`config.mk`:
```
export PLATFORM = sky130hd
export DESIGN_NAME = ops_output_select
export DESIGN_NICKNAME = d
export VERILOG_FILES = /design/src/hw/ops_pkg.sv /design/src/hw/ops_pin_mux.sv /design/src/hw/ops_output_select.sv
export SDC_FILE = /design/constraint.sdc
export NUM_CORES = 1
export LEC_CHECK = 0
export ABC_AREA = 0
export ABC_CLOCK_PERIOD_IN_PS = 2700
export BUFFER_PORTS_ARGS = -buffer_cell sky130_fd_sc_hd__clkbuf_2
export CAP_MARGIN = 20
export CORE_MARGIN = 4
export CORE_UTILIZATION = 40
export DETAILED_ROUTE_END_ITERATION = 16
export PLACE_DENSITY = 0.66
export SKIP_CTS_REPAIR_TIMING = 1
export SLEW_MARGIN = 20
export SYNTH_ARGS = -nofsm -noshare
export SYNTH_HDL_FRONTEND = slang
export SYNTH_HIERARCHICAL = 1
export SYNTH_SLANG_ARGS = --single-unit
export TNS_END_PERCENT = 30
```
`constraint.sdc`:
```
create_clock -name clk -period 2.7 [get_ports clk]
set_input_delay 0.135 -clock clk [delete_from_list [all_inputs] [get_ports clk]]
set_output_delay 0.135 -clock clk [all_outputs]
set_load 0.01 [all_outputs]
```
`src/hw/ops_pkg.sv`:
```
// package for the output pin function select block
package ops_pkg;
	localparam int unsigned NUM_REGS    = 5;
	localparam int unsigned NUM_PINS    = 10;
	localparam int unsigned FIRST_PIN   = 16;
	localparam int unsigned SEL_W       = 5;
	localparam int unsigned REG_W       = 16;
	localparam int unsigned LO_LSB      = 0;
	localparam int unsigned HI_LSB      = 8;
	localparam logic [15:0] REG_RESET   = 16'h0000;
	localparam logic [15:0] REG_MASK    = 16'h1F1F;
	localparam logic [31:0] BASE_ADDR   = 32'h0000_0000;
	localparam logic [31:0] OFF_SEL_16_17 = 32'h0000_0000;
	localparam logic [31:0] OFF_SEL_18_19 = 32'h0000_0004;
	localparam logic [31:0] OFF_SEL_20_21 = 32'h0000_0008;
	localparam logic [31:0] OFF_SEL_22_23 = 32'h0000_000C;
	localparam logic [31:0] OFF_SEL_24_25 = 32'h0000_0010;
	localparam logic [1:0]  HTRANS_NONSEQ = 2'h2;
	localparam logic [1:0]  HTRANS_SEQ    = 2'h3;
	localparam logic [2:0]  HSIZE_WORD    = 3'h2;

	typedef struct packed {
		logic        sel;
		logic [31:0] haddr;
		logic [1:0]  htrans;
		logic        hwrite;
		logic [2:0]  hsize;
		logic        hready;
	} ops_ahb_req_t;

	typedef struct packed {
		logic        valid;
		logic        write;
		logic [2:0]  index;
	} ops_acc_t;
endpackage

```
`src/hw/ops_pin_mux.sv`:
```
// one pin's output function multiplexer
`timescale 1ns/1ps
module ops_pin_mux #(
	parameter int unsigned NUM_FUNCS = 32
) (
	input  wire logic [ops_pkg::SEL_W-1:0] selector,
	input  wire logic [NUM_FUNCS-1:0]      periphOut,
	output logic                           pinOut
);
	if (NUM_FUNCS < 1 || NUM_FUNCS > (1 << ops_pkg::SEL_W))
	begin : g_bad_num_funcs
		$error("ops_pin_mux: NUM_FUNCS out of range");
	end

	// function 0 and codes past the table leave the pin at zero
	always_comb
	begin
		pinOut = 1'b0;
		if (selector != '0 && 32'(selector) < NUM_FUNCS)
			pinOut = periphOut[selector];
	end
endmodule

```
`src/hw/ops_output_select.sv`:
```
// output pin function select registers with AHB-Lite slave and pin routing
// Operation
// - register 8 holds pin 17 selector in bits 12-8, pin 16 in 4-0
// - register 9 holds pin 19 selector in bits 12-8, pin 18 in 4-0
// - register 10 holds pin 21 selector in bits 12-8, pin 20 in 4-0
// - register 11 holds pin 23 selector in bits 12-8, pin 22 in 4-0
// - register 12 holds pin 25 selector in bits 12-8, pin 24 in 4-0
// - bits 15-13 and 7-5 of every select register read as zero
// - all selector fields are read/write and clear to zero at reset
`timescale 1ns/1ps
module ops_output_select #(
	parameter int unsigned NUM_FUNCS = 32
) (
	input  wire logic                  clk,
	input  wire logic                  rst_n,
	input  wire logic                  hsel,
	input  wire logic [31:0]           haddr,
	input  wire logic [1:0]            htrans,
	input  wire logic                  hwrite,
	input  wire logic [2:0]            hsize,
	input  wire logic [31:0]           hwdata,
	input  wire logic                  hready,
	output logic      [31:0]           hrdata,
	output logic                       hreadyout,
	output logic                       hresp,
	input  wire logic [NUM_FUNCS-1:0]  periphOut,
	output logic      [ops_pkg::NUM_PINS-1:0] remappablePin
);
	// elaboration stops on a function count that the 5-bit selector cannot address
	if (NUM_FUNCS < 1 || NUM_FUNCS > (1 << ops_pkg::SEL_W))
	begin : g_bad_num_funcs
		$error("ops_output_select: NUM_FUNCS out of range");
	end

	logic [ops_pkg::SEL_W-1:0] pinSelector [ops_pkg::NUM_PINS];
	ops_pkg::ops_acc_t         accPhase;
	ops_pkg::ops_ahb_req_t     req;
	logic                      addrHit;
	logic [2:0]                addrIndex;
	logic [ops_pkg::NUM_PINS-1:0] next_pin;
	logic [ops_pkg::NUM_PINS-1:0] pinMuxOut;

	// decode a byte address to a register index; hit flags a mapped word
	function automatic logic [3:0] decodeAddr(input logic [31:0] addr);
		logic [31:0] off;
		off = addr - ops_pkg::BASE_ADDR;
		unique case (off)
			ops_pkg::OFF_SEL_16_17: decodeAddr = {1'b1, 3'h0};
			ops_pkg::OFF_SEL_18_19: decodeAddr = {1'b1, 3'h1};
			ops_pkg::OFF_SEL_20_21: decodeAddr = {1'b1, 3'h2};
			ops_pkg::OFF_SEL_22_23: decodeAddr = {1'b1, 3'h3};
			ops_pkg::OFF_SEL_24_25: decodeAddr = {1'b1, 3'h4};
			default:                decodeAddr = 4'h0;
		endcase
	endfunction

	assign req = '{sel: hsel, haddr: haddr, htrans: htrans, hwrite: hwrite, hsize: hsize, hready: hready};
	assign {addrHit, addrIndex} = decodeAddr(req.haddr);

	// zero wait states, always OKAY; unmapped reads give zero, writes dropped
	assign hreadyout = 1'b1;
	assign hresp     = 1'b0;

	// address phase capture
	always_ff @(posedge clk or negedge rst_n)
	begin
		if (!rst_n)
			accPhase <= '0;
		else if (req.hready)
		begin
			accPhase.valid <= req.sel && req.htrans[1] && addrHit;
			accPhase.write <= req.hwrite;
			accPhase.index <= addrIndex;
		end
	end

	// selector storage, two fields per register
	genvar g;
	generate
		for (g = 0; g < ops_pkg::NUM_PINS; g++)
		begin : g_sel
			localparam int unsigned REGI = g / 2;
			localparam int unsigned LSB  = (g % 2 == 0) ? ops_pkg::LO_LSB : ops_pkg::HI_LSB;
			always_ff @(posedge clk or negedge rst_n)
			begin
				if (!rst_n)
					pinSelector[g] <= ops_pkg::REG_RESET[LSB +: ops_pkg::SEL_W];
				else if (accPhase.valid && accPhase.write && accPhase.index == 3'(REGI))
					pinSelector[g] <= hwdata[LSB +: ops_pkg::SEL_W];
			end
			ops_pin_mux #(
				.NUM_FUNCS (NUM_FUNCS)
			) u_mux (
				.selector  (pinSelector[g]),
				.periphOut (periphOut),
				.pinOut    (pinMuxOut[g])
			);
		end
	endgenerate

	// read mux: unimplemented bits and upper half stay zero
	always_comb
	begin
		hrdata = 32'h0000_0000;
		if (accPhase.valid && !accPhase.write)
		begin
			for (int i = 0; i < ops_pkg::NUM_REGS; i++)
			begin
				if (accPhase.index == 3'(i))
				begin
					hrdata[ops_pkg::HI_LSB +: ops_pkg::SEL_W] = pinSelector[2*i+1];
					hrdata[ops_pkg::LO_LSB +: ops_pkg::SEL_W] = pinSelector[2*i];
				end
			end
			hrdata[15:0] = hrdata[15:0] & ops_pkg::REG_MASK;
		end
	end

	// registered pins: glitch-free output, one clock after the new selector
	assign next_pin = pinMuxOut;
	always_ff @(posedge clk or negedge rst_n)
	begin
		if (!rst_n)
			remappablePin <= '0;
		else
			remappablePin <= next_pin;
	end

	// assertions
	logic wrPhase;
	assign wrPhase = accPhase.valid && accPhase.write;

	property p_lo_write;
		@(posedge clk) disable iff (!rst_n)
		(wrPhase && accPhase.index == 3'h0) |=> (pinSelector[0] == $past(hwdata[4:0]));
	endproperty
	a_lo_write: assert property (p_lo_write) else $error("pin 16 selector not written");

	property p_hi_write;
		@(posedge clk) disable iff (!rst_n)
		(wrPhase && accPhase.index == 3'h1) |=> (pinSelector[3] == $past(hwdata[12:8]));
	endproperty
	a_hi_write: assert property (p_hi_write) else $error("pin 19 selector not written");

	property p_reg10;
		@(posedge clk) disable iff (!rst_n)
		(wrPhase && accPhase.index == 3'h2) |=> (pinSelector[5] == $past(hwdata[12:8]))
			&& (pinSelector[4] == $past(hwdata[4:0]));
	endproperty
	a_reg10: assert property (p_reg10) else $error("pins 20/21 selector mismatch");

	property p_reg11;
		@(posedge clk) disable iff (!rst_n)
		(wrPhase && accPhase.index == 3'h3) |=> (pinSelector[7] == $past(hwdata[12:8]))
			&& (pinSelector[6] == $past(hwdata[4:0]));
	endproperty
	a_reg11: assert property (p_reg11) else $error("pins 22/23 selector mismatch");

	property p_reg12_hold;
		@(posedge clk) disable iff (!rst_n)
		!(wrPhase && accPhase.index == 3'h4) |=> $stable(pinSelector[9]) && $stable(pinSelector[8]);
	endproperty
	a_reg12_hold: assert property (p_reg12_hold) else $error("pins 24/25 selector changed without write");

	property p_unimpl_zero;
		@(posedge clk) disable iff (!rst_n)
		1'b1 |-> (hrdata[15:13] == 3'h0) && (hrdata[7:5] == 3'h0) && (hrdata[31:16] == 16'h0000);
	endproperty
	a_unimpl_zero: assert property (p_unimpl_zero) else $error("unimplemented bits read nonzero");

	property p_readback;
		@(posedge clk) disable iff (!rst_n)
		(accPhase.valid && !accPhase.write && accPhase.index == 3'h0)
			|-> hrdata[12:0] == {pinSelector[1], 3'h0, pinSelector[0]};
	endproperty
	a_readback: assert property (p_readback) else $error("register 8 readback wrong");

	property p_route;
		@(posedge clk) disable iff (!rst_n)
		(pinSelector[0] != 5'h00 && 32'(pinSelector[0]) < NUM_FUNCS)
			|=> remappablePin[0] == $past(periphOut[pinSelector[0]]);
	endproperty
	a_route: assert property (p_route) else $error("pin 16 not routed");

	property p_route_off;
		@(posedge clk) disable iff (!rst_n)
		(pinSelector[9] == 5'h00) [*2] |-> remappablePin[9] == 1'b0;
	endproperty
	a_route_off: assert property (p_route_off) else $error("pin 25 driven while unassigned");

	// per-register field, hold and readback checks
	property p_pin17_write;
		@(posedge clk) disable iff (!rst_n)
		(wrPhase && accPhase.index == 3'h0) |=> (pinSelector[1] == $past(hwdata[12:8]));
	endproperty
	a_pin17_write: assert property (p_pin17_write) else $error("pin 17 selector not written");

	property p_pin18_write;
		@(posedge clk) disable iff (!rst_n)
		(wrPhase && accPhase.index == 3'h1) |=> (pinSelector[2] == $past(hwdata[4:0]));
	endproperty
	a_pin18_write: assert property (p_pin18_write) else $error("pin 18 selector not written");

	property p_reg12;
		@(posedge clk) disable iff (!rst_n)
		(wrPhase && accPhase.index == 3'h4) |=> (pinSelector[9] == $past(hwdata[12:8]))
			&& (pinSelector[8] == $past(hwdata[4:0]));
	endproperty
	a_reg12: assert property (p_reg12) else $error("pins 24/25 selector mismatch");

	property p_reg8_hold;
		@(posedge clk) disable iff (!rst_n)
		!(wrPhase && accPhase.index == 3'h0) |=> $stable(pinSelector[1]) && $stable(pinSelector[0]);
	endproperty
	a_reg8_hold: assert property (p_reg8_hold) else $error("pins 16/17 selector changed without write");

	property p_reg9_hold;
		@(posedge clk) disable iff (!rst_n)
		!(wrPhase && accPhase.index == 3'h1) |=> $stable(pinSelector[3]) && $stable(pinSelector[2]);
	endproperty
	a_reg9_hold: assert property (p_reg9_hold) else $error("pins 18/19 selector changed without write");

	property p_reg10_hold;
		@(posedge clk) disable iff (!rst_n)
		!(wrPhase && accPhase.index == 3'h2) |=> $stable(pinSelector[5]) && $stable(pinSelector[4]);
	endproperty
	a_reg10_hold: assert property (p_reg10_hold) else $error("pins 20/21 selector changed without write");

	property p_reg11_hold;
		@(posedge clk) disable iff (!rst_n)
		!(wrPhase && accPhase.index == 3'h3) |=> $stable(pinSelector[7]) && $stable(pinSelector[6]);
	endproperty
	a_reg11_hold: assert property (p_reg11_hold) else $error("pins 22/23 selector changed without write");

	property p_readback9;
		@(posedge clk) disable iff (!rst_n)
		(accPhase.valid && !accPhase.write && accPhase.index == 3'h1)
			|-> hrdata[12:0] == {pinSelector[3], 3'h0, pinSelector[2]};
	endproperty
	a_readback9: assert property (p_readback9) else $error("register 9 readback wrong");

	property p_readback10;
		@(posedge clk) disable iff (!rst_n)
		(accPhase.valid && !accPhase.write && accPhase.index == 3'h2)
			|-> hrdata[12:0] == {pinSelector[5], 3'h0, pinSelector[4]};
	endproperty
	a_readback10: assert property (p_readback10) else $error("register 10 readback wrong");

	property p_readback11;
		@(posedge clk) disable iff (!rst_n)
		(accPhase.valid && !accPhase.write && accPhase.index == 3'h3)
			|-> hrdata[12:0] == {pinSelector[7], 3'h0, pinSelector[6]};
	endproperty
	a_readback11: assert property (p_readback11) else $error("register 11 readback wrong");

	property p_readback12;
		@(posedge clk) disable iff (!rst_n)
		(accPhase.valid && !accPhase.write && accPhase.index == 3'h4)
			|-> hrdata[12:0] == {pinSelector[9], 3'h0, pinSelector[8]};
	endproperty
	a_readback12: assert property (p_readback12) else $error("register 12 readback wrong");

	property p_idle_read_zero;
		@(posedge clk) disable iff (!rst_n)
		!(accPhase.valid && !accPhase.write) |-> hrdata == 32'h0000_0000;
	endproperty
	a_idle_read_zero: assert property (p_idle_read_zero) else $error("read data outside a read phase");

	// two sampled reset edges, so the first edge of power-up with unknown state is skipped
	property p_reset_clear;
		@(posedge clk)
		(!rst_n) [*2] |-> remappablePin == '0
			&& (pinSelector[0] | pinSelector[1] | pinSelector[2] | pinSelector[3] | pinSelector[4]
			| pinSelector[5] | pinSelector[6] | pinSelector[7] | pinSelector[8] | pinSelector[9]) == 5'h00;
	endproperty
	a_reset_clear: assert property (p_reset_clear) else $error("selectors or pins not cleared in reset");

	property p_unmapped_drop;
		@(posedge clk) disable iff (!rst_n)
		(hsel && htrans[1] && hready && !addrHit) |=> !accPhase.valid;
	endproperty
	a_unmapped_drop: assert property (p_unmapped_drop) else $error("unmapped access accepted");

	property p_route_pin18;
		@(posedge clk) disable iff (!rst_n)
		(pinSelector[2] != 5'h00 && 32'(pinSelector[2]) < NUM_FUNCS)
			|=> remappablePin[2] == $past(periphOut[pinSelector[2]]);
	endproperty
	a_route_pin18: assert property (p_route_pin18) else $error("pin 18 not routed");

	property p_route_pin20;
		@(posedge clk) disable iff (!rst_n)
		(pinSelector[4] != 5'h00 && 32'(pinSelector[4]) < NUM_FUNCS)
			|=> remappablePin[4] == $past(periphOut[pinSelector[4]]);
	endproperty
	a_route_pin20: assert property (p_route_pin20) else $error("pin 20 not routed");

	property p_route_pin25;
		@(posedge clk) disable iff (!rst_n)
		(pinSelector[9] != 5'h00 && 32'(pinSelector[9]) < NUM_FUNCS)
			|=> remappablePin[9] == $past(periphOut[pinSelector[9]]);
	endproperty
	a_route_pin25: assert property (p_route_pin25) else $error("pin 25 not routed");

	property p_route_off16;
		@(posedge clk) disable iff (!rst_n)
		(pinSelector[0] == 5'h00) [*2] |-> remappablePin[0] == 1'b0;
	endproperty
	a_route_off16: assert property (p_route_off16) else $error("pin 16 driven while unassigned");

	c_write: cover property (@(posedge clk) disable iff (!rst_n) wrPhase ##1 wrPhase);
	c_read: cover property (@(posedge clk) disable iff (!rst_n) accPhase.valid && !accPhase.write);
	c_pin: cover property (@(posedge clk) disable iff (!rst_n) $rose(remappablePin[0]));
	c_sel_max: cover property (@(posedge clk) disable iff (!rst_n) pinSelector[9] == 5'h1F);
endmodule

```
# ---- After elaboration in Yosys (flattened, before gate mapping)
# Cells that the tools add are included.
dict set report op_classes {
  eq_ne 8
  reduce_logical 22
  magnitude_cmp 10
  n_mux 42
}
# cell n
set ops {}
lappend ops {{32-bit by 4-bit == test with 1-bit output, second input constant} 2}
lappend ops {{5-bit by 6-bit less-than comparator with 1-bit output, second input constant} 10}
lappend ops {{1-bit binary-select mux with 5-bit select} 10}
lappend ops {{5-bit 2-to-1 mux} 10}
lappend ops {{5-bit nonzero test} 10}
lappend ops {{32-bit by 3-bit == test with 1-bit output, second input constant} 1}
lappend ops {{32-bit by 5-bit == test with 1-bit output, second input constant} 1}
lappend ops {{32-bit zero test} 1}
lappend ops {{1-bit 2-to-1 mux} 20}
lappend ops {{4-bit one-hot mux with 5 select lines} 1}
lappend ops {{13-bit 2-to-1 mux} 1}
lappend ops {{1-bit logical AND} 9}
lappend ops {{3-bit by 2-bit == test with 1-bit output, second input constant} 2}
lappend ops {{3-bit by 1-bit == test with 1-bit output, second input constant} 1}
lappend ops {{3-bit == test, second input constant} 1}
lappend ops {{3-bit zero test} 1}
lappend ops {{1-bit zero test} 1}
dict set report word_totals {
  output_inout_bits 44
  elab_cells 96
  ff_bits 65
  in_bits 106
}

# ---- Logic depth before layout (Yosys ltp)
dict set report logic_depth {
  ltp_word 7
  mapped_depth 6
  ltp_nobuf 4
}

# ---- By module
# Netlist, hierarchy kept.
# mod cells_per_inst seq_area_each_um2 n_inst area_each_um2
set modules_own_cells {}
lappend modules_own_cells {ops_pin_mux 47 0.0 10 350.3}
lappend modules_own_cells {ops_output_select 217 1626.6 1 3046.7}

# ---- Worst setup path before layout
# No wires, ideal clock.
dict set report synth_path {
  kind {register to register}
  from {register accPhase[0] (netlist bit)}
  to {register pinSelector[0] (netlist bit)}
  arrival_ns 1.294
  required_time_ns 2.575
  path_buffers 2
  synth_period_minus_slack_ns 1.419
  path_stages_with_launch 6
  path_slack_ns 1.281
  cell_sequence {dfrtp_1 -> buf_6 -> nor3b_2 -> and3_1 -> buf_4 -> mux2_2}
}
dict set report synth_between {
  elab_chain_len 2
}
# item line
set synth_rtl {}
lappend synth_rtl {{from (decl)} ops_output_select.sv:36} ;# ops_pkg::ops_acc_t accPhase;
lappend synth_rtl {{3-bit == test} ops_output_select.sv:88} ;# else if (accPhase.valid && accPhase.write && accPhase.index == 3'(REGI))
lappend synth_rtl {{1-bit logical AND} ops_output_select.sv:88}
lappend synth_rtl {{to (signal, indexed assignment)} ops_output_select.sv:87} ;# pinSelector[g] <= ops_pkg::REG_RESET[LSB +: ops_pkg::SEL_W];
lappend synth_rtl {{to (signal, indexed assignment)} ops_output_select.sv:89} ;# pinSelector[g] <= hwdata[LSB +: ops_pkg::SEL_W];
lappend synth_rtl {{to (decl)} ops_output_select.sv:35} ;# logic [ops_pkg::SEL_W-1:0] pinSelector [ops_pkg::NUM_PINS];
# No other way between the ends.
# A chain may end at the register's enable or synchronous reset.

# ---- Worst setup path after layout
dict set report layout_path {
  from {register accPhase[0] (netlist bit)}
  to {output port hrdata[12]}
}
dict set report layout_between {
  elab_chain_len 7
  elab_cells_between_ends 11
}
# item line
set layout_rtl {}
lappend layout_rtl {{3-bit zero test} ops_output_select.sv:109} ;# if (accPhase.index == 3'(i))
lappend layout_rtl {{5-bit 2-to-1 mux (4 in series)} ops_output_select.sv:109}
lappend layout_rtl {{5-bit 2-to-1 mux (*)} ops_output_select.sv:109}
lappend layout_rtl {{13-bit 2-to-1 mux (*)} ops_output_select.sv:105} ;# if (accPhase.valid && !accPhase.write)
lappend layout_rtl {{to (decl)} ops_output_select.sv:23} ;# output logic [31:0] hrdata,
# Every way passes the cells marked *; elsewhere a longest branch is shown, timed or not.

==> impl_results.md <==
- Cts bufs inserted: 9
- Number of inserted diodes: 0
- Crit path capture type: output port
- Highest ir drop seen on vdd: 0.378 mV
- Clock latency reported for the late side of the worst-skew pair: 340 ps
- Maximum number of pins on one net before global-route repair: 34
- TNS Setup: 0 ps
- Final routed wirelength across all metal layers: 20.5 mm
- Critical Path AT: ~2300 ps
- Length in cells of the worst reg-to-reg path: 3
- Cell area after synthesis: 6550 um^2
- Antenna-violating nets left: 0
- Number of library cell types mapped by synthesis: 36
- Estimated wirelength of the detail-placed design: 14.1 mm
- Critical Path, Cell by Cell: mux4_1 -> a22oi_1 -> nor2_1 -> clkbuf_2
- Synthesized area per cell: 9.53 um^2
- Total Nets Final: 870
- GPL Wtd Cong: around 0.92
- Count of buffer and inverter cells on the critical path: 1
- Critical path launch point: accPhase[0]
- Slowest Stage Delay on Critical Path: 840 ps
- Reg-to-reg startpoint: accPhase[0]
- TritonCTS Sinks: 65
- Maximum clock rate: 418 MHz
- Die Footprint: 18500 um^2
- Clock Skews: between 7 and 8 ps
- Site row count: 46
- Clock edge transition at the registers on the reported setup and hold paths: roughly 50 ps
- Final count of negative-setup-slack endpoints: 0
- Main flop type after synthesis: dfrtp_1
- Starting density of the core: 41.1%
- Transition time of the tightest slew-check pin: 1020 ps
- Class of the tightest hold or removal check: input pin to flip-flop
- Final period util: 88.5%
- Via count of the first global-routing pass: 5296
- Count of unresolved DRC violations after routing: 0
- Critical path capture point: hrdata[12]
- Final worst path period need: 2390 ps
- Flops & latches, synth: 65
- Number of cells on the worst hold path: 2
- Status: completed
- Number of standard cells after synthesis: about 690
- RSZ-0062 raised after global routing: no
- Layout overhead on the synthesized area: 11.1%
- Hold Violations, Final: 0
- Chip width: about 140 um
- Critical R2R Capture: pinSelector[0]
- Worst reg2reg setup slack: 750 ps
- Type of element launching the critical path: flip-flop
- Share of synthesized registers carrying an async set or reset: 100%
- Pins over their slew limit: 0
- Fraction of layout cells with a size suffix above 1: approximately a quarter
- Via count of the routed design: around 5800
- Total Routing Usage GR: 22.3%
- Core region area: 15900 um^2
- Family with the most delay on the worst path: flip-flops
- Post-synthesis sequential area ratio: 24.8%
- Count of max-cap constraint violations: 0
- Power density over the cells: 412 nW/um^2
- Die Y: ~140 um
- Critical path start-end classification: flip-flop to output port
- Wire length of the first global-routing pass: 31.0 mm
- Buffer cell driving the clock tree root: clkbuf_16
- Wire per inst: 20.8 um
- Number of detailed-route iterations in the first pass: 5
- LEAKAGE: about 3.0 nW
- Avg Vias per Cell: 5.84
- CTS max path bufs: 2
- Total power draw: 3.00 mW
- Slew Limit Headroom: between 30% and 40%
- DRC marker count from the first detailed-route iteration: approximately 530
- Cell count along the critical path: 4
- Total grt overflow: 0
- Highest fanout seen on the critical path: 16
- Number of antenna violations at the first check in global routing: 0
- TritonCTS clock tree: done
- Slowest CP cell: dfrtp_1
- Number of warnings issued by yosys: 6
- Number of input and output port buffers inserted: just under 100
- Number of enable flip-flop cells after synthesis: 0
- Required time at the endpoint of the critical path: 2570 ps
- IO Pins: 150
- H-Tree Level Count: 3
-- cells by family after synthesis --
| group | Yosys count | synth area share, % |
|---|---|---|
| AOI/OAI and AO/OA | 95 | 11.5 |
| buffers and inverters | 77 | 8.81 |
| DFF | 65 | 24.8 |
| muxes | 221 | 36.8 |
| other | 2 | 0.115 |
| and+or+nand+nor | 227 | 18.0 |
-- cell usage after synthesis, types with 2 or more instances --
cell type  instances  share of area, %
a22oi_1           50               5.7
o32ai_1            2              0.27
nand2b_1          12               1.1
and2_1            10              0.96
nand3_1           51               3.9
o31ai_1            2              0.23
nand2_1           42               2.4
nor2b_1           41               3.9
mux2i_1          160                24
a2111oi_2         10               2.3
a21oi_1           20               1.5
nor4_1             6              0.57
buf_6             23               4.0
conb_1             2              0.11
a311oi_1          10               1.3
dfrtp_1           65                25
mux4_2             7               2.4
mux4_1             3               1.2
clkbuf_1          11              0.63
nor3_1            11              0.84
buf_4             25               2.9
buf_2              4              0.31
and3b_2            2              0.31
inv_1             12              0.69
nand4_1           13               1.2
nor2_1            33               1.9
mux2_2            51               8.8
-- placed cells by master (no fill, tap or decap), drive strengths merged, types with 13 or more instances in the layout --
| cell | netlist | routed |
|---|---|---|
| a21oi | 20 | 20 |
| a22oi | 50 | 50 |
| clkbuf | 11 | 109 |
| conb | 2 | 24 |
| dfrtp | 65 | 65 |
| mux2 | 51 | 51 |
| mux2i | 160 | 160 |
| nand2 | 43 | 43 |
| nand3 | 52 | 52 |
| nand4 | 13 | 13 |
| nor2 | 33 | 33 |
| nor2b | 41 | 41 |
-- power by group --
group,switching [mW],total [mW],internal (mW)
clock network,0.447,1.28,0.832
registers,0.101,1.12,1.02
logic,0.336,0.604,0.267
-- layout make-up --
class | count | area [um^2]
inverters | 12 | 45.0
repair buffers | 109 | 586
flip-flops and latches | 65 | 1630
clock buffers | 11 | 243
well taps | 216 | 270
clock inverters | 5 | 78.8
multi-input cells | 567 | 4430
fillers | 1532 | 8660
-- worst reg2reg max path: stages, from the launching register on --
cell     delay, ps
dfrtp_1        660
nor3b_2        310
and3_1         480
mux2_2         400
-- metal layers --
layer	GRT usage [%]	wire length [um]	share of wire (%)
met5	0	0	0
met4	7.11	431	2.1
met3	5.11	2050	10
met2	32.9	8810	43
met1	32.2	9180	45
-- how the worst min path moves through the flow --
stage / start / end
CTS: rst_n / pinSelector[17]
global route: hwrite / accPhase[3]
detailed placement: rst_n / pinSelector[25]
finish: hwrite / accPhase[3]
global placement: rst_n / pinSelector[25]
floorplan: rst_n / accPhase[0]
-- sequential cells by signal, summed over array words and instances (netlist names) --
name / cells
pinSelector: 50
remappablePin: 10
accPhase: 5
-- per-stage QoR --
stage               instance area [um^2]  cells  utilization [%]  setup WS [ps]  hold WS [ps]
floorplan                           6630    709                -           1280          -161
global placement                    6950    968             43.6            661           270
global route                        7280    985             45.7            111          34.0
CTS                                 7270    984             45.6            277         -88.4
finish                              7280    985             45.7            310          34.1
detailed placement                  6950    968             43.6            624           273
Note: power is estimated with default switching activity, not from simulation.
